File: config.mk
export PLATFORM = sky130hd
export DESIGN_NAME = stm_timer
export DESIGN_NICKNAME = d
export VERILOG_FILES = /design/src/logic/stm_pkg.sv /design/src/logic/stm_apb_regs.sv /design/src/logic/stm_timer.sv
export SDC_FILE = /design/constraint.sdc
export NUM_CORES = 1
export LEC_CHECK = 0
export BUFFER_PORTS_ARGS = -buffer_cell sky130_fd_sc_hd__clkbuf_2
export CORE_MARGIN = 1.5
export CORE_UTILIZATION = 63
export DETAILED_ROUTE_END_ITERATION = 16
export GPL_TIMING_DRIVEN = 0
export PLACE_DENSITY = 0.94
export REMOVE_ABC_BUFFERS = 1
export SLEW_MARGIN = 20
export SYNTH_ARGS = -nofsm -noshare
export SYNTH_HDL_FRONTEND = slang
export SYNTH_SLANG_ARGS = --single-unit
File: constraint.sdc
create_clock -name pclk -period 8.33 [get_ports pclk]
set_clock_uncertainty 0.15 [all_clocks]
set_input_delay 0.833 -clock pclk [delete_from_list [all_inputs] [get_ports pclk]]
set_output_delay 0.833 -clock pclk [all_outputs]
set_load 0.005 [all_outputs]
File: src/logic/stm_pkg.sv
// Shared constants for the standard timer block.
// Assumes a 32-bit APB master on pclk.
package stm_pkg;
  localparam int unsigned CNT_W = 16;
  localparam int unsigned CMP_P_W = 8;
  // Register byte offsets
  localparam logic [7:0] ADDR_CTRL0 = 8'h00;
  localparam logic [7:0] ADDR_CTRL1 = 8'h04;
  localparam logic [7:0] ADDR_CNT = 8'h08;
  localparam logic [7:0] ADDR_CMPA = 8'h0c;
  localparam logic [7:0] ADDR_CMPP = 8'h10;
  localparam logic [7:0] ADDR_STAT = 8'h14;
  // Control word zero fields
  localparam int unsigned BIT_ON = 3;
  // Control word one fields
  localparam int unsigned BIT_MODE_HI = 7;
  localparam int unsigned BIT_MODE_LO = 6;
  localparam int unsigned BIT_PIN_HI = 5;
  localparam int unsigned BIT_PIN_LO = 4;
  localparam int unsigned BIT_INIT = 3;
  localparam int unsigned BIT_INV = 2;
  localparam int unsigned BIT_SWAP = 1;
  localparam int unsigned BIT_CLRSEL = 0;
  // Status fields, write one to clear
  localparam int unsigned BIT_FLAG_A = 0;
  localparam int unsigned BIT_FLAG_P = 1;
  localparam logic [7:0] CTRL1_RESET = 8'h00;
  localparam logic [1:0] MODE_CMP = 2'h0;
  localparam logic [1:0] MODE_PWM = 2'h2;
  localparam logic [1:0] MODE_TMR = 2'h3;
  localparam logic [1:0] PIN_NONE = 2'h0;
  localparam logic [1:0] PIN_LOW = 2'h1;
  localparam logic [1:0] PIN_HIGH = 2'h2;
  localparam logic [1:0] PIN_TOGGLE = 2'h3;
  typedef enum logic [2:0] {
    OP_CMP    = 3'b000,
    OP_TMR    = 3'b001,
    OP_PWM    = 3'b011,
    OP_PULSE  = 3'b010,
    OP_UNDEF  = 3'b110
  } stm_op_t;
endpackage

File: src/logic/stm_apb_regs.sv
// APB slave holding the control, compare and status words of the timer.
// Assumes a single pclk domain; no wait states, no error answer.
`timescale 1ns/1ns
module stm_apb_regs (
  // Clock and reset
  input  wire logic        pclk,
  input  wire logic        presetn,
  // APB
  input  wire logic        psel,
  input  wire logic        penable,
  input  wire logic        pwrite,
  input  wire logic [7:0]  paddr,
  input  wire logic [31:0] pwdata,
  output logic      [31:0] prdata,
  output logic             pready,
  output logic             pslverr,
  // Core side
  input  wire logic [15:0] count,
  input  wire logic        set_a,
  input  wire logic        set_p,
  input  wire logic        auto_off,
  output logic             on_q,
  output logic      [7:0]  ctrl1_q,
  output logic      [15:0] cmp_a_q,
  output logic      [7:0]  cmp_p_q,
  output logic             flag_a_q,
  output logic             flag_p_q
);
  logic        wr;
  logic        on_d;
  logic [7:0]  ctrl1_d;
  logic [15:0] cmp_a_d;
  logic [7:0]  cmp_p_d;
  logic        flag_a_d;
  logic        flag_p_d;
  logic [31:0] rd;

  assign wr      = psel & penable & pwrite;
  assign pready  = 1'b1;
  assign pslverr = 1'b0;

  always_comb begin
    on_d     = on_q;
    ctrl1_d  = ctrl1_q;
    cmp_a_d  = cmp_a_q;
    cmp_p_d  = cmp_p_q;
    flag_a_d = flag_a_q;
    flag_p_d = flag_p_q;
    if (wr) begin
      case (paddr)
        stm_pkg::ADDR_CTRL0: on_d = pwdata[stm_pkg::BIT_ON];
        stm_pkg::ADDR_CTRL1: ctrl1_d = pwdata[7:0];
        stm_pkg::ADDR_CMPA:  cmp_a_d = pwdata[15:0];
        stm_pkg::ADDR_CMPP:  cmp_p_d = pwdata[7:0];
        stm_pkg::ADDR_STAT: begin
          if (pwdata[stm_pkg::BIT_FLAG_A]) flag_a_d = 1'b0;
          if (pwdata[stm_pkg::BIT_FLAG_P]) flag_p_d = 1'b0;
        end
        default: ;
      endcase
    end
    // Hardware stop wins over a same-cycle software write
    if (auto_off) on_d = 1'b0;
    // Set wins over clear
    if (set_a) flag_a_d = 1'b1;
    if (set_p) flag_p_d = 1'b1;
    rd = 32'h0;
    case (paddr)
      stm_pkg::ADDR_CTRL0: rd[stm_pkg::BIT_ON] = on_q;
      stm_pkg::ADDR_CTRL1: rd[7:0] = ctrl1_q;
      stm_pkg::ADDR_CNT:   rd[15:0] = count;
      stm_pkg::ADDR_CMPA:  rd[15:0] = cmp_a_q;
      stm_pkg::ADDR_CMPP:  rd[7:0] = cmp_p_q;
      stm_pkg::ADDR_STAT:  rd[1:0] = {flag_p_q, flag_a_q};
      default:             rd = 32'h0;
    endcase
  end

  always_ff @(posedge pclk or negedge presetn) begin
    if (!presetn) begin
      on_q     <= 1'b0;
      ctrl1_q  <= stm_pkg::CTRL1_RESET;
      cmp_a_q  <= 16'h0;
      cmp_p_q  <= 8'h0;
      flag_a_q <= 1'b0;
      flag_p_q <= 1'b0;
      prdata   <= 32'h0;
    end else begin
      on_q     <= on_d;
      ctrl1_q  <= ctrl1_d;
      cmp_a_q  <= cmp_a_d;
      cmp_p_q  <= cmp_p_d;
      flag_a_q <= flag_a_d;
      flag_p_q <= flag_p_d;
      prdata   <= (psel & ~penable & ~pwrite) ? rd : prdata;
    end
  end
endmodule

File: src/logic/stm_timer.sv
// Standard 16-bit timer: counter, two comparators, four operating modes.
// Assumes software programs registers over APB, one clock pclk.
//
// The register addresses and the APB register port were decided locally.
`timescale 1ns/1ns
module stm_timer #(
  parameter int unsigned CNT_W = stm_pkg::CNT_W
) (
  // Clock and reset
  input  wire logic        pclk,
  input  wire logic        presetn,
  // APB slave
  input  wire logic        psel,
  input  wire logic        penable,
  input  wire logic        pwrite,
  input  wire logic [7:0]  paddr,
  input  wire logic [31:0] pwdata,
  output logic      [31:0] prdata,
  output logic             pready,
  output logic             pslverr,
  // Timer pin and flags
  output logic             timer_out,
  output logic             timer_out_en,
  output logic             match_a_flag,
  output logic             match_p_flag
);
  logic             on_q;
  logic [7:0]       ctrl1_q;
  logic [15:0]      cmp_a_q;
  logic [7:0]       cmp_p_q;
  logic             on_prev_q;
  logic [CNT_W-1:0] cnt_q;
  logic [CNT_W-1:0] cnt_d;
  logic             pin_q;
  logic             pin_d;
  logic             set_a;
  logic             set_p;
  logic             auto_off;
  logic             on_rise;
  logic             hit_a;
  logic             hit_p;
  logic             ovf;
  logic             clr;
  logic             pwm_act;
  logic [16:0]      period_v;
  logic [16:0]      duty_v;
  logic [16:0]      pos_v;
  stm_pkg::stm_op_t op;

  // Operating mode from mode field and pin function
  function automatic stm_pkg::stm_op_t decode_op(input logic [7:0] c1);
    logic [1:0] m;
    m = {c1[stm_pkg::BIT_MODE_HI], c1[stm_pkg::BIT_MODE_LO]};
    case (m)
      stm_pkg::MODE_CMP: decode_op = stm_pkg::OP_CMP;
      stm_pkg::MODE_TMR: decode_op = stm_pkg::OP_TMR;
      stm_pkg::MODE_PWM:
        decode_op = c1[stm_pkg::BIT_PIN_LO] & c1[stm_pkg::BIT_PIN_HI]
                  ? stm_pkg::OP_PULSE : stm_pkg::OP_PWM;
      default: decode_op = stm_pkg::OP_UNDEF;
    endcase
  endfunction

  stm_apb_regs u_regs (
    .pclk     (pclk),
    .presetn  (presetn),
    .psel     (psel),
    .penable  (penable),
    .pwrite   (pwrite),
    .paddr    (paddr),
    .pwdata   (pwdata),
    .prdata   (prdata),
    .pready   (pready),
    .pslverr  (pslverr),
    .count    (cnt_q),
    .set_a    (set_a),
    .set_p    (set_p),
    .auto_off (auto_off),
    .on_q     (on_q),
    .ctrl1_q  (ctrl1_q),
    .cmp_a_q  (cmp_a_q),
    .cmp_p_q  (cmp_p_q),
    .flag_a_q (match_a_flag),
    .flag_p_q (match_p_flag)
  );

  assign op      = decode_op(ctrl1_q);
  assign on_rise = on_q & ~on_prev_q;
  // P compare points land only on counts of the form value times 256; A matches any count
  assign hit_a   = on_q & (cnt_q == cmp_a_q);
  assign hit_p   = on_q & (cnt_q[CNT_W-1:CNT_W-8] == cmp_p_q)
                 & (cnt_q[CNT_W-9:0] == '0);
  assign ovf     = on_q & (cnt_q == '1);

  // Clear, flag and stop decisions per mode
  always_comb begin
    clr      = 1'b0;
    set_a    = 1'b0;
    set_p    = 1'b0;
    auto_off = 1'b0;
    case (op)
      stm_pkg::OP_CMP, stm_pkg::OP_TMR: begin
        // Timer mode shares this path
        if (ctrl1_q[stm_pkg::BIT_CLRSEL]) begin
          // A clear, P flag suppressed
          // Zero A never matches; counter wraps at FFFF
          set_a = hit_a & (cmp_a_q != 16'h0) & (cnt_q != '0);
          clr   = set_a | ovf;
        end else begin
          // P match, or wrap when P is zero
          set_a = hit_a & (cmp_a_q != 16'h0);
          set_p = (cmp_p_q == 8'h0) ? ovf : hit_p & (cnt_q != '0);
          clr   = set_p | ovf;
        end
      end
      stm_pkg::OP_PWM: begin
        // Both flags, clear-select ignored
        clr   = (cnt_q == period_v[15:0] - 16'h1) & on_q;
        // Period comparator matches at the terminal count, as the counter never reaches it
        set_a = ctrl1_q[stm_pkg::BIT_SWAP] ? clr : hit_a;
        set_p = ctrl1_q[stm_pkg::BIT_SWAP] ? hit_p : clr;
      end
      stm_pkg::OP_PULSE: begin
        // A match stops counter-on and flags
        set_a    = hit_a & (cnt_q != '0);
        auto_off = set_a;
      end
      default: ;
    endcase
  end

  // PWM period and duty in clocks
  always_comb begin
    logic [16:0] p_clk;
    p_clk = (cmp_p_q == 8'h0) ? 17'h10000 : {1'b0, cmp_p_q, 8'h0};
    if (ctrl1_q[stm_pkg::BIT_SWAP]) begin
      period_v = (cmp_a_q == 16'h0) ? 17'h10000 : {1'b0, cmp_a_q};
      duty_v   = p_clk;
    end else begin
      period_v = p_clk;
      duty_v   = {1'b0, cmp_a_q};
    end
    pos_v   = {1'b0, cnt_q};
    // Duty at or beyond period holds active
    pwm_act = (duty_v >= period_v) | (pos_v < duty_v);
  end

  // Counter
  always_comb begin
    cnt_d = cnt_q;
    if (on_rise) begin
      cnt_d = '0;
    end else if (on_q) begin
      // Pulse mode never clears mid-run
      if (clr && op != stm_pkg::OP_PULSE) begin
        cnt_d = '0;
      end else if (op == stm_pkg::OP_PULSE && auto_off) begin
        cnt_d = cnt_q;
      end else begin
        cnt_d = cnt_q + 1'b1;
      end
    end
  end

  // Output pin
  always_comb begin
    logic       act;
    logic [1:0] pf;
    act   = ctrl1_q[stm_pkg::BIT_INIT];
    pf    = {ctrl1_q[stm_pkg::BIT_PIN_HI], ctrl1_q[stm_pkg::BIT_PIN_LO]};
    pin_d = pin_q;
    case (op)
      stm_pkg::OP_CMP: begin
        if (on_rise) begin
          pin_d = act;
        end else if (set_a) begin
          // Only the A flag moves the pin
          case (pf)
            stm_pkg::PIN_LOW:    pin_d = 1'b0;
            stm_pkg::PIN_HIGH:   pin_d = 1'b1;
            stm_pkg::PIN_TOGGLE: pin_d = ~pin_q;
            default:             pin_d = pin_q;
          endcase
        end
      end
      stm_pkg::OP_PWM: begin
        // Counting continues under forced levels
        case (pf)
          stm_pkg::PIN_NONE: pin_d = ~act;
          stm_pkg::PIN_LOW:  pin_d = act;
          default:           pin_d = on_q ? (pwm_act ? act : ~act) : ~act;
        endcase
      end
      stm_pkg::OP_PULSE: begin
        // Leading edge on rise, trailing on stop
        if (on_rise) begin
          pin_d = act;
        end else if (!on_q || auto_off) begin
          pin_d = ~act;
        end
      end
      default: pin_d = pin_q;
    endcase
  end

  always_ff @(posedge pclk or negedge presetn) begin
    if (!presetn) begin
      on_prev_q <= 1'b0;
      cnt_q     <= '0;
      pin_q     <= 1'b0;
    end else begin
      on_prev_q <= on_q;
      cnt_q     <= cnt_d;
      pin_q     <= pin_d;
    end
  end

  // Invert applies last; timer mode releases the pin
  assign timer_out    = pin_q ^ (ctrl1_q[stm_pkg::BIT_INV] & (op != stm_pkg::OP_TMR));
  assign timer_out_en = (op == stm_pkg::OP_TMR) | (op == stm_pkg::OP_UNDEF);
endmodule

==> metrics.txt, run 1 <==
post-CTS sizing=0; die area=9850 um^2; CP Capture Type=register; Final ANT Viol Nets=0; CTS clock-pin slew for the worst setup and hold paths=0.10 ns; clock tree from TritonCTS=built; syn_area_per_cell=8.62 um^2; yosys warns=0; Worst R2R End=pin_q; total gr overflow=0; Worst VDD drop=0.127 mV; final wirelength=18100 um; Cell Area, Placed=6000 um^2; TritonRoute pass-1 iters=8; Max Cap Viol=0; Leak=0.00288 uW; DRC=0; Via density=6.96; top cell type by total area after synthesis=dfrtp_1; WP data required=8.43 ns; Die Ht=99.2 um; Antenna diodes=0; CP Launch Type=register; crit path DAT=4.17 ns; layout cells sized above 1=0.177; worst-margin pin slew=1.10 ns; tightest hold margin=0.288 ns; postcts setup bufs=0; hold_buf cts=0; Post-DP HPWL=13000 um; Worst Reg-to-Reg Cells=13; Seq/Total Area, Yosys=0.296; endpoints failing setup=0; final net count=764; Hold Vio Cnt, Final=0; largest net degree at the start of global routing=39; via count=5558; Setup WS pre-CTS=4.44 ns; fin util=0.700; final setup TNS=0 ns; maximum clock frequency=246 MHz; number of synthesized flops with an enable pin=0; first-pass GRT wire length=29000 um; post-route setup slack=4.26 ns; vias in the first global route=5480; #FFs+latches synth=69; Site Rows=34; Slew Viols, Final=0; CTS buffer count=9; highest net fanout along the worst path=28; CTS sink cnt=69; Area contributors post-synth=dfrtp_1 (30%), mux2_2 (7.1%), ha_1 (7.1%); run status=finished, final reports clean; relative max-transition margin=0.261; worst min path class=in -> async; Clock Path Buffers=2; CTS HTree Levels=3; worst setup path start=u_regs.ctrl1_q[1]; dominant synthesized flop cell=dfrtp_1; Post-Syn Instances=677; GPL Wtd Cong=1.00; mapped cell area=5830 um^2; area grow syn2layout=6.11%; Crit Path Category=reg -> reg; Period Utilization, post-route=0.489; port bufs=48; GRT Overall Usage=0.384; worst setup path end=pin_q; DR WL/cell=22.7 um; R2R setup slack=4.26 ns; initial antenna violation count=0; CTS Root Cell=clkbuf_8; worst skew pair latency=0.37 ns; worst r2r src=u_regs.ctrl1_q[1]; core area=8850 um^2; Post-synth ARST share=1.00; Final Cell Area=6190 um^2; Synth top area share=0.296; crit path time final=4.07 ns; synth unique cells=63; # IOs=83; initial DRC count=495; Power Density=116 nW/um^2; RSZ-0062 raised after global routing=false; Initial Util=0.659; Die W=99.2 um
report_power, final:
part	total [uW]	leakage (uW)	internal, uW	switching, uW
Combinational	85.8	0.00184	35.4	50.4
Clock	276	0.0000927	114	161
Sequential	355	0.000940	343	11.7
sequential cells by signal, summed over array words and instances (netlist names):
signal,count
cnt_q,16
on_prev_q,1
u_regs.on_q,1
u_regs.prdata,16
u_regs.ctrl1_q,8
u_regs.flag_a_q,1
u_regs.flag_p_q,1
pin_q,1
u_regs.cmp_a_q,16
u_regs.cmp_p_q,8
worst max-delay path, cell delays in order, from the launching register on:
cell and delay, ns:
dfrtp_2 0.69, buf_16 0.24, clkinv_1 0.49, a21boi_0 0.49
inv_1 0.09, ha_1 0.31, nand4_1 0.12, o21ai_0 0.12
nor3_1 0.13, o21ai_0 0.19, a211o_1 0.39, nor2b_1 0.15
nor4_1 0.28, mux2i_1 0.12
cells by family after synthesis:
kind of cell | count (synthesis) | share of synthesized area
and+or+nand+nor | 262 | 0.237
AOI/OAI and AO/OA | 115 | 0.143
buffers and inverters | 92 | 0.0742
DFF | 69 | 0.296
muxes | 60 | 0.111
xor gates and xnor gates | 44 | 0.0661
adders and majority gates | 33 | 0.0708
other | 2 | 0.00129
layout by cell type, fill, tap and decap left out, types with 21 or more instances in the layout:
cell and instances:
nor2_1 42, ha_1 33, nor4_1 25, clkbuf_2 47
dfrtp_1 68, o21ai_0 29, xnor2_1 34, nand4_1 22
nand3_1 22, mux2i_1 23, nand2_1 65, inv_1 21
mux2_2 37
area by class of cell:
type,count,area [um^2]
Clock buffer,9,124
Multi-Input combinational cell,532,3740
Fill cell,714,2660
Inverter,22,82.6
Timing Repair Buffer,52,313
Tap cell,108,135
Sequential cell,69,1730
Clock inverter,7,62.6
per-stage QoR:
stage	std cells	total power, uW
floorplan	623	404
global placement	779	440
detailed placement	783	445
CTS	799	715
global route	799	741
finish	799	716
worst min-delay path by stage:
stage                            end  slack, ns        startpoint  depth (start not counted)
floorplan           u_regs.prdata[0]       0.32  u_regs.prdata[0]                          2
global placement    u_regs.prdata[0]       0.32  u_regs.prdata[0]                          2
detailed placement  u_regs.prdata[0]       0.32  u_regs.prdata[0]                          2
CTS                         cnt_q[4]       0.30           presetn                          1
global route                cnt_q[4]       0.31           presetn                          1
finish                      cnt_q[4]       0.29           presetn                          1
cell usage after synthesis (3+ instances only):
| cell type | count |
|---|---|
| nor3_1 | 18 |
| or3_1 | 8 |
| or4_1 | 4 |
| xor2_1 | 10 |
| nand3_1 | 22 |
| a21oi_1 | 15 |
| a31oi_1 | 8 |
| o22ai_1 | 3 |
| dfrtp_1 | 69 |
| nand3b_1 | 7 |
| o21a_1 | 4 |
| a21o_1 | 7 |
| o21ai_0 | 30 |
| buf_4 | 18 |
| mux2_2 | 37 |
| buf_1 | 3 |
| a41oi_2 | 3 |
| and2_1 | 4 |
| a221o_1 | 5 |
| a22o_1 | 5 |
| nor3b_1 | 6 |
| a221oi_1 | 11 |
| nand2_1 | 65 |
| nor2_1 | 42 |
| or2_2 | 5 |
| buf_2 | 4 |
| nor2b_1 | 7 |
| mux2i_1 | 23 |
| nand4_1 | 22 |
| clkbuf_1 | 43 |
| inv_1 | 21 |
| ha_1 | 33 |
| nor4b_1 | 4 |
| xnor2_1 | 34 |
| nand2b_1 | 3 |
| a2111oi_0 | 3 |
| nor4_1 | 25 |
| and3_1 | 12 |
layer usage:
layer | routed length (um) | up-vias | track usage
li1 | - | 2457 | -
met1 | 7510 | 2665 | 0.522
met2 | 8060 | 363 | 0.600
met3 | 1650 | 73 | 0.0625
met4 | 881 | 0 | 0.183
met5 | 0 | - | 0
(Power assumes the default switching activity.)
==> inputs of run 2 (changes only) <==
--- a/config.mk
+++ b/config.mk
@@ -7,10 +7,10 @@
 export LEC_CHECK = 0
 export BUFFER_PORTS_ARGS = -buffer_cell sky130_fd_sc_hd__clkbuf_2
 export CORE_MARGIN = 1.5
-export CORE_UTILIZATION = 63
+export CORE_UTILIZATION = 59
 export DETAILED_ROUTE_END_ITERATION = 16
 export GPL_TIMING_DRIVEN = 0
-export PLACE_DENSITY = 0.94
+export PLACE_DENSITY = 0.89
 export REMOVE_ABC_BUFFERS = 1
 export SLEW_MARGIN = 20
 export SYNTH_ARGS = -nofsm -noshare
==> constraint.sdc (replaced) <==
create_clock -name pclk -period 3.8 [get_ports pclk]
set_clock_uncertainty 0.15 [all_clocks]
set_input_delay 0.38 -clock pclk [delete_from_list [all_inputs] [get_ports pclk]]
set_output_delay 0.38 -clock pclk [all_outputs]
set_load 0.005 [all_outputs]
==> run 2 against run 1 <==
- sequential share of layout area fell by 0.45 points
- cell count rose by 3.4%
- sequential cell count did not move
- die area rose by 6.6%
- fmax rose by 14%
- first-iteration DRC count fell by 28%
- routed wire length fell by 1.7%
- combinational power rose by 120%
- global-route usage fell by 3.2 points
- clock-buffer cell count did not move
- via count fell by 1.5%
==> metrics.txt, run 2 (same netlist as run 1, synthesis figures left out) <==
Die Ht=102 um (+3.2%); CTS clock-pin slew for the worst setup and hold paths=0.08 ns (-0.02 ns); first-pass GRT wire length=27700 um (-4.7%); worst-margin pin slew=0.944 ns (-0.161 ns); Crit Path Category=reg -> reg; worst skew pair latency=0.37 ns (about the same); RSZ-0062 raised after global routing=false; CTS buffer count=9 (unchanged); non-filler cells in the finished layout=826 (+3.4%); maximum clock frequency=280 MHz (+14%); Slew Viols, Final=0 (unchanged); final wirelength=17800 um (-1.7%); layout cells sized above 1=0.183 (+0.00671); DRC=0 (unchanged); Worst VDD drop=0.242 mV (+91%); worst min path class=in -> reg; TritonRoute pass-1 iters=5 (-3); Post-DP HPWL=13000 um (-0.49%); R2R setup slack=0.23 ns (-4.03 ns); fillers=800 (+12%); Die W=102 um (+3.2%); uppermost routed layer=met4; Period Utilization, post-route=0.939 (+0.451); Leak=0.00293 uW (+1.9%); commonest non-fill, non-tap cells in the layout=dfrtp_1 (68), nand2_1 (65), clkbuf_2 (47), nor2_1 (41), mux2_2 (37); die area=10500 um^2 (+6.6%); GPL Wtd Cong=1.01 (+0.72%); DRT met1 WL=7260 um (-3.3%); metal2 WL=8410 um (+4.4%); core area=9680 um^2 (+9.4%); Hold Crit Start=pwdata[15]; Max Cap Viol=0 (unchanged); # IOs=83 (unchanged); highest net fanout along the worst path=31 (+11%); Placed Instances=807 (+3.1%); Worst Reg-to-Reg Cells=12 (-1); Via density=6.62 (-4.8%); final net count=766 (+0.26%); relative max-transition margin=0.370 (+0.109); Initial Util=0.602 (-0.0569); Hold Crit Depth=2; initial DRC count=356 (-28%); total gr overflow=0 (unchanged); CP Capture Type=register; Hold Vio Cnt, Final=0 (unchanged); WP data required=3.87 ns (-4.56 ns); clock tree from TritonCTS=built; Worst Hold End=u_regs.cmp_a_q[15]; CP Launch Type=register; Power Density=251 nW/um^2 (+120%); run status=finished, final reports clean; CTS Root Cell=clkbuf_8; area grow syn2layout=8.02%; Final ANT Viol Nets=0 (unchanged); crit path time final=3.57 ns (-0.501 ns); endpoints failing setup=0 (unchanged); GRT Overall Usage=0.352 (-0.0321); Clock Path Buffers=2 (unchanged); vias in the first global route=5207 (-5.0%); CTS sink cnt=69 (unchanged); DR WL/cell=21.5 um (-4.9%); Antenna diodes=0 (unchanged); initial antenna violation count=0 (unchanged); Site Rows=36 (+5.9%); crit path DAT=3.64 ns (-0.53 ns); CTS HTree Levels=3 (unchanged); port bufs=48 (unchanged); largest net degree at the start of global routing=51 (+31%); via count=5472 (-1.5%); most common cell after layout, fill and taps aside=dfrtp_1; biggest regs=cnt_q (16), u_regs.cmp_a_q (16), u_regs.prdata (16); met3 WL post-DR=1490 um (-9.9%); Worst R2R End=cnt_q[5]; worst r2r src=u_regs.ctrl1_q[1]; Design Power=1580 uW (+120%)
-- run 2: worst max-delay path, cell delays in order, from the launching register on --
cell	delay, ns
dfrtp_4	0.52
buf_16	0.19
nand2_1	0.15
ha_4	0.22
nor4bb_1	0.30
a221oi_1	0.14
xor2_1	0.16
or4_4	0.60
nor4_4	0.30
a41oi_2	0.21
buf_6	0.22
a41oi_2	0.19
a31oi_1	0.06
-- run 2: worst max path at each step --
| stage | from | to | slack (ns) | cells after the start |
|---|---|---|---|---|
| floorplan | u_regs.ctrl1_q[1] | cnt_q[13] | -0.37 | 10 |
| global placement | u_regs.ctrl1_q[1] | cnt_q[9] | -1.58 | 8 |
| detailed placement | u_regs.ctrl1_q[1] | cnt_q[13] | -0.14 | 12 |
| CTS | u_regs.ctrl1_q[1] | cnt_q[5] | 0.05 | 12 |
| global route | u_regs.ctrl1_q[1] | cnt_q[5] | 0.09 | 12 |
| finish | u_regs.ctrl1_q[1] | cnt_q[5] | 0.23 | 12 |
-- run 2: routing by layer --
metal	global-route usage	vias up
li1	-	2474
met4	0.151	0
met3	0.0629	51
met5	0	-
met2	0.566	295
met1	0.465	2652
-- run 2: what timing repair did --
| item | in CTS | in global routing |
|---|---|---|
| pin swaps | 1 | 0 |
| buffers inserted | 1 | 1 |
| resized for setup | 2 | 6 |
| endpoints found under the setup margin | 12 | 15 |
| hold endpoints to repair | 19 | 0 |
| hold buffers | 1 | 0 |
-- run 2: power by group --
group | switching (uW) | internal [uW] | total (uW)
combinational | 110 | 79.1 | 189
clock | 311 | 306 | 617
sequential | 25.2 | 752 | 778
-- run 2: stage by stage --
| stage | utilization | worst slack, ns | TNS, ns | hold slack (ns) | instance area, um^2 |
|---|---|---|---|---|---|
| 3_3_place_gp | 0.614 | -1.58 | -26.75 | 0.320 | 5950 |
| 3_5_place_dp | 0.623 | -0.138 | -0.767 | 0.172 | 6030 |
| 4_1_cts | 0.646 | 0.0546 | 0 | 0.0795 | 6250 |
| 6_report | 0.651 | 0.232 | 0 | 0.0918 | 6300 |
| 2_1_floorplan | - | -0.372 | -4.35 | -0.0656 | 5540 |
| 5_1_grt | 0.651 | 0.0858 | 0 | 0.0851 | 6300 |
-- run 2: area by class of cell --
| type | instances | area (um^2) | share of cell area |
|---|---|---|---|
| clock buffers | 9 | 124 | 0.0197 |
| well taps | 133 | 166 | 0.0264 |
| inverters | 22 | 86.3 | 0.0137 |
| clock inverters | 7 | 75.1 | 0.0119 |
| repair buffers | 54 | 334 | 0.0530 |
| multi-input cells | 532 | 3780 | 0.601 |
| flip-flops and latches | 69 | 1730 | 0.275 |
